--- config.mk ---
export PLATFORM = sky130hd
export DESIGN_NAME = ppih_host
export DESIGN_NICKNAME = d
export VERILOG_FILES = /design/src/hw/ppih_pkg.sv /design/src/hw/ppih_sync.sv /design/src/hw/ppih_host.sv
export VERILOG_INCLUDE_DIRS = /design/src /design/src/hw
export SDC_FILE = /design/constraint.sdc
export NUM_CORES = 1
export LEC_CHECK = 0
export BUFFER_PORTS_ARGS = -buffer_cell sky130_fd_sc_hd__buf_2
export CORE_ASPECT_RATIO = 0.9
export CORE_MARGIN = 3
export CORE_UTILIZATION = 52
export CTS_BUF_LIST = sky130_fd_sc_hd__clkbuf_2 sky130_fd_sc_hd__clkbuf_4 sky130_fd_sc_hd__clkbuf_8
export DETAILED_ROUTE_END_ITERATION = 10
export PLACE_DENSITY = 0.77
export SLEW_MARGIN = 0
export SYNTH_ARGS = -nofsm -noshare
export SYNTH_HDL_FRONTEND = slang
export SYNTH_SLANG_ARGS = --single-unit
--- constraint.sdc ---
create_clock -name clk -period 1.95 [get_ports clk]
set_input_delay 0.39 -clock clk [delete_from_list [all_inputs] [get_ports clk]]
set_output_delay 0.39 -clock clk [all_outputs]
set_load 0.05 [all_outputs]
--- src/hw/ppih_regs.svh ---
`ifndef PPIH_REGS_SVH
`define PPIH_REGS_SVH

// Host data bus width
`define PPIH_DW          8
// Select codes on {port_select_hi, port_select_lo}
`define PPIH_SEL_FIRST   2'h0
`define PPIH_SEL_SECOND  2'h1
`define PPIH_SEL_THIRD   2'h2
`define PPIH_SEL_CTRL    2'h3

// Bus timing in ns, clock period in ns
`define PPIH_CLK_NS      4
`define PPIH_T_SETUP_NS  50
`define PPIH_T_STROBE_NS 400
`define PPIH_T_HOLD_NS   40
`define PPIH_T_RECOV_NS  1000
`define PPIH_T_RESET_NS  1000

// Least times, rounded up to whole cycles
`define PPIH_CYC(ns) (((ns) + `PPIH_CLK_NS - 1) / `PPIH_CLK_NS)
`define PPIH_SETUP_CYC  `PPIH_CYC(`PPIH_T_SETUP_NS)
`define PPIH_STROBE_CYC `PPIH_CYC(`PPIH_T_STROBE_NS)
`define PPIH_HOLD_CYC   `PPIH_CYC(`PPIH_T_HOLD_NS)
`define PPIH_RECOV_CYC  `PPIH_CYC(`PPIH_T_RECOV_NS)
`define PPIH_RESET_CYC  `PPIH_CYC(`PPIH_T_RESET_NS)
`define PPIH_CNT_W      8

`endif

--- src/hw/ppih_pkg.sv ---
package ppih_pkg;
  typedef enum logic [2:0] {
    PPIH_RST,
    PPIH_IDLE,
    PPIH_SETUP,
    PPIH_STROBE,
    PPIH_HOLD,
    PPIH_RECOV
  } ppih_state_t;
endpackage

--- src/hw/ppih_sync.sv ---
`timescale 1ns/1ps
module ppih_sync #(
  parameter int W = 8
) (
  input  wire logic         clk,
  input  wire logic         rst,
  input  wire logic [W-1:0] din,
  output logic      [W-1:0] dout
);
  typedef struct packed {
    logic [W-1:0] s1;
    logic [W-1:0] s2;
    logic [W-1:0] s3;
    logic [W-1:0] q;
  } ppih_sync_t;

  ppih_sync_t s;
  ppih_sync_t next_s;

  // A new value counts only once the second and third stages agree
  always_comb begin
    next_s    = s;
    next_s.s1 = din;
    next_s.s2 = s.s1;
    next_s.s3 = s.s2;
    if (s.s2 == s.s3) begin
      next_s.q = s.s3;
    end
  end

  always_ff @(posedge clk or posedge rst) begin
    if (rst) begin
      s <= '0;
    end else begin
      s <= next_s;
    end
  end

  assign dout = s.q;
endmodule

--- src/hw/ppih_host.sv ---
`timescale 1ns/1ps
`include "ppih_regs.svh"

module ppih_host
  import ppih_pkg::*;
(
  input  wire logic               clk,
  input  wire logic               rst,
  input  wire logic               cmdValid,
  output logic                    cmdReady,
  input  wire logic               cmdWrite,
  input  wire logic [1:0]         cmdSel,
  input  wire logic [`PPIH_DW-1:0] cmdData,
  input  wire logic               devResetReq,
  output logic                    rspValid,
  output logic [`PPIH_DW-1:0]     rspData,
  output logic                    cmdIllegal,
  output logic                    busy,
  output logic                    deviceReset,
  output logic                    deviceSelect_n,
  output logic                    readStrobe_n,
  output logic                    writeStrobe_n,
  output logic                    portSelectLo,
  output logic                    portSelectHi,
  input  wire logic [`PPIH_DW-1:0] hostDataIn,
  output logic [`PPIH_DW-1:0]     hostDataOut,
  output logic                    hostDataOe
);
  typedef struct packed {
    ppih_state_t             state;
    logic [`PPIH_CNT_W-1:0]  cnt;
    logic [1:0]              sel;
    logic                    write;
    logic [`PPIH_DW-1:0]     dataOut;
    logic                    oe;
    logic                    csN;
    logic                    rdN;
    logic                    wrN;
    logic                    resetOut;
    logic                    rspValid;
    logic [`PPIH_DW-1:0]     rspData;
    logic                    illegal;
  } ppih_host_t;

  localparam ppih_host_t RESET_VAL = '{
    state:    PPIH_RST,
    cnt:      `PPIH_CNT_W'(`PPIH_RESET_CYC - 1),
    sel:      `PPIH_SEL_FIRST,
    write:    1'b0,
    dataOut:  '0,
    oe:       1'b0,
    csN:      1'b1,
    rdN:      1'b1,
    wrN:      1'b1,
    resetOut: 1'b1,
    rspValid: 1'b0,
    rspData:  '0,
    illegal:  1'b0
  };

  ppih_host_t          s;
  ppih_host_t          next_s;
  logic [`PPIH_DW-1:0] busSync;
  logic                cntDone;

  // Bus is asynchronous to our clock, so read data is synchronised
  ppih_sync #(.W(`PPIH_DW)) u_sync (
    .clk  (clk),
    .rst  (rst),
    .din  (hostDataIn),
    .dout (busSync)
  );

  assign cntDone  = (s.cnt == '0);
  assign cmdReady = (s.state == PPIH_IDLE) && !devResetReq;

  always_comb begin
    next_s          = s;
    next_s.rspValid = 1'b0;
    next_s.illegal  = 1'b0;
    unique case (s.state)
      PPIH_RST: begin
        // Device clears its control word and floats all ports
        if (cntDone) begin
          next_s.resetOut = 1'b0;
          next_s.state    = PPIH_IDLE;
        end else begin
          next_s.cnt = s.cnt - 1'b1;
        end
      end
      PPIH_IDLE: begin
        if (devResetReq) begin
          next_s.resetOut = 1'b1;
          next_s.cnt      = `PPIH_CNT_W'(`PPIH_RESET_CYC - 1);
          next_s.state    = PPIH_RST;
        end else if (cmdValid) begin
          if (!cmdWrite && cmdSel == `PPIH_SEL_CTRL) begin
            // Refused without a bus cycle: control is write-only
            next_s.illegal = 1'b1;
          end else begin
            next_s.sel     = cmdSel;
            next_s.write   = cmdWrite;
            next_s.dataOut = cmdData;
            next_s.oe      = cmdWrite;
            next_s.csN     = 1'b0;
            next_s.cnt     = `PPIH_CNT_W'(`PPIH_SETUP_CYC - 1);
            next_s.state   = PPIH_SETUP;
          end
        end
      end
      PPIH_SETUP: begin
        if (cntDone) begin
          next_s.rdN   = s.write;
          next_s.wrN   = !s.write;
          next_s.cnt   = `PPIH_CNT_W'(`PPIH_STROBE_CYC - 1);
          next_s.state = PPIH_STROBE;
        end else begin
          next_s.cnt = s.cnt - 1'b1;
        end
      end
      PPIH_STROBE: begin
        if (cntDone) begin
          if (!s.write) begin
            // Sampled at the strobe's end, well after the data delay
            next_s.rspData  = busSync;
            next_s.rspValid = 1'b1;
          end
          next_s.rdN   = 1'b1;
          next_s.wrN   = 1'b1;
          next_s.cnt   = `PPIH_CNT_W'(`PPIH_HOLD_CYC - 1);
          next_s.state = PPIH_HOLD;
        end else begin
          next_s.cnt = s.cnt - 1'b1;
        end
      end
      PPIH_HOLD: begin
        // Address and write data held past the strobe's rising edge
        if (cntDone) begin
          next_s.csN   = 1'b1;
          next_s.oe    = 1'b0;
          next_s.cnt   = `PPIH_CNT_W'(`PPIH_RECOV_CYC - 1);
          next_s.state = PPIH_RECOV;
        end else begin
          next_s.cnt = s.cnt - 1'b1;
        end
      end
      PPIH_RECOV: begin
        if (cntDone) begin
          next_s.state = PPIH_IDLE;
        end else begin
          next_s.cnt = s.cnt - 1'b1;
        end
      end
    endcase
  end

  always_ff @(posedge clk or posedge rst) begin
    if (rst) begin
      s <= RESET_VAL;
    end else begin
      s <= next_s;
    end
  end

  assign rspValid       = s.rspValid;
  assign rspData        = s.rspData;
  assign cmdIllegal     = s.illegal;
  assign busy           = (s.state != PPIH_IDLE);
  assign deviceReset    = s.resetOut;
  assign deviceSelect_n = s.csN;
  assign readStrobe_n   = s.rdN;
  assign writeStrobe_n  = s.wrN;
  assign portSelectLo   = s.sel[0];
  assign portSelectHi   = s.sel[1];
  assign hostDataOut    = s.dataOut;
  assign hostDataOe     = s.oe;

  localparam int SW = `PPIH_STROBE_CYC;
endmodule

==> metrics.txt <==
status=completed; largest family of logic cells by synthesized area=simple AND/OR/NAND/NOR gates; global-route wire length before repair=9900 um; total wire length=between 5000 and 6000 um; most common cell after layout, fill and taps aside=dfrtp_1; WHS=0.00944 ns; R2R Setup Slk=0.04 ns; met3 wire length=483 um; Post-Syn Nets=272; PD cells=between 1000 and 1500 nW/um^2; drt drc=0; Worst VDD drop=1.13 mV; later-pin clock latency in the skew report=around 0.34 ns; Synth top area share=between 40% and 50%; register area share after synthesis=57.5%; area grow syn2layout=19.0%; Worst R2R End=s[27]$_DFFE_PP0P_; Req. time, crit path=approximately 2.2 ns; Core Util, Final=66.1%; H-tree depth=3; Ports=50; clock root cell=clkbuf_8; DR pass1 iterations=5; worst clock skew=between 0.004 and 0.005 ns; Synth Register Bits=69; most frequent cells in the layout=58 x dfrtp_1, 48 x buf_2, 21 x mux2_2, 20 x nand2_1, 18 x buf_4; vias in the first global route=2190; Simple-Gate Fraction of Synth Area=12.8%; total gr overflow=0; min Tclk post-route=1.91 ns; Worst Max-Slew Pin Slew=0.353 ns; wire per inst=15.7 um; RSZ-0062 raised after global routing=true; Worst Setup End Kind=register; Port Buffers=49; final instance area=3600 um^2; top cell type by total area after synthesis=dfrtp_1; Setup-failing EPs final=0; Slew HR=76.4%; CTS Buf Count=9; setup TNS=0 ns; xor and xnor fraction of the mapped netlist area=2.61%; setup ws final=0.0440 ns; Hold Crit Class=input port to asynchronous set/reset pin; crit path DAT=roughly 2.1 ns; Metal-1 WL=around 2600 um; Synthesis Warnings=0; Synth Cell Area=just over 3000 um^2; Initial Utilization=55.6%; WS Path Type=register to register; leakage=1.77 nW; die width=86.4 um; met2 wire length=roughly 2700 um; CP Max Fanout=8; path depth of the worst reg2reg path=7; Gate Count Post-Synth=around 250; # nets final=roughly 330; fraction of the mapped netlist area in adder cells=less than 1%; RR Startpoint=s[26]$_DFFE_PP1P_; via count=2059; Compound-Gate Fraction of Synth Area=10.2%; clk slew on worst S/H paths=0.07 ns; initial antenna violation count=0; vias per inst=5.48; final hold violation count=0; Die H=78.3 um; Final HPWL DP=around 4200 um; core area=5440 um^2; CTS tree=built; ratio of final minimum period to clock period=97.7%; Max Used Layer=met4; Clock Tree Buf Depth=2; max frequency=around 520 MHz; mux cell area share after synthesis=9.64%; n_diodes=0; Area contributors post-synth=dfrtp_1 49%, dfstp_2 8.7%, mux2_2 7.8%; Max Cap Violations=0; DR iter-0 viols=217; layout cells sized above 1=between 40 and 50%; Tot GR Track Use=18.9%; Main synth FF type=dfrtp_1; Netlist cell types=51; pin count of the biggest net entering global routing=39; synthesized area per cell=12.2 um^2; Post-synth EDFFs=0; total die area=6770 um^2; Slew Limit Fails=0; Final Wtd Congestion=0.876; ys async rst share=100%; Startpoint Class=register; Row Count=25; cell area after placement=3360 um^2; Num Clock Sinks=69; pre-CTS setup slack=-0.00453 ns; Final ANT Viol Nets=0
[power by group]
group / internal, mW / switching, mW / leakage, nW
Combinational: 0.809 / 1.27 / 0.840
Clock: 0.550 / 0.536 / 0.0964
Sequential: 1.81 / 0.253 / 0.839
[what timing repair did]
item | 4_1_cts | 5_1_grt
resized for setup | 3 | 11
gates cloned | 0 | 0
setup endpoints to repair | 10 | 15
pin swaps | 0 | 2
setup buffers | 0 | 1
hold buffers | 0 | 0
[cell type report]
class	instances	area, um^2
flip-flops and latches	69	1740
well taps	67	83.8
multi-input cells	147	1130
repair buffers	68	410
clock inverters	4	30.0
clock buffers	12	159
inverters	9	40.0
fillers	440	1840
[synth_stat cells, types with 2 or more instances]
cell and n:
mux2_2 21, ha_1 2, a221o_1 4, nor2_1 13, nor4_1 3, o21ai_0 6
and3_1 3, nand2b_1 4, buf_6 2, inv_1 9, nor2b_1 4, a22o_1 2
a211o_1 2, xor2_1 9, or3_1 2, dfstp_2 10, buf_4 16, nand2_1 20
dfrtp_1 59, a211oi_1 3, mux2_1 4, a21boi_0 2, o32a_1 2, a21oi_1 11
nor3_1 6, clkbuf_1 3
[how the worst max path moves through the flow]
stage	from	endpoint	slack, ns
after global placement	s[26]$_DFFE_PP1P_	s[27]$_DFFE_PP0P_	0.03
after detailed placement	s[27]$_DFFE_PP0P_	s[26]$_DFFE_PP1P_	-0.005
after global routing	s[27]$_DFFE_PP0P_	rspData[3]$_DFFE_PP0P_	-0.003
final	s[26]$_DFFE_PP1P_	s[27]$_DFFE_PP0P_	0.04
after CTS	s[27]$_DFFE_PP0P_	s[33]$_DFFE_PP1P_	0.02
after floorplan	s[26]$_DFFE_PP1P_	s[27]$_DFFE_PP0P_	-0.02
[registers in the layout, summed over array words and instances, names as in the netlist]
register        flops
rspValid            1
u_sync.next_s      16
hostDataOe          1
deviceSelect_n      1
portSelectHi        1
writeStrobe_n       1
u_sync.s            8
readStrobe_n        1
deviceReset         1
rspData             8
cmdIllegal          1
portSelectLo        1
hostDataOut         8
s                  12
u_sync.dout         8
[logic make-up after synthesis]
group,count (synthesis)
DFF,69
buffers and inverters,31
AOI/OAI and AO/OA,43
xor gates and xnor gates,9
adders and majority gates,2
muxes,26
and+or+nand+nor,67
[per-layer routing]
| layer | vias to the layer above | GRT usage, % |
|---|---|---|
| met5 | - | 0 |
| met4 | 0 | 10.1 |
| met3 | 16 | 5.56 |
| met2 | 94 | 28.8 |
| met1 | 977 | 24.3 |
| li1 | 972 | - |
[critical path: stages (launching register included)]
cell	delay [ns]
dfstp_2	0.56
inv_4	0.04
ha_4	0.15
nor4b_4	0.13
and2_4	0.17
and3_4	0.16
or2_4	0.26
a221o_1	0.32
[through the flow]
step / power, mW / instances
5_1_grt: 5.51 / 376
3_3_place_gp: 4.06 / 359
3_5_place_dp: 4.13 / 359
6_report: 5.23 / 376
4_1_cts: 5.22 / 375
2_1_floorplan: 3.66 / 247
Power figures use the tool's default switching activity.
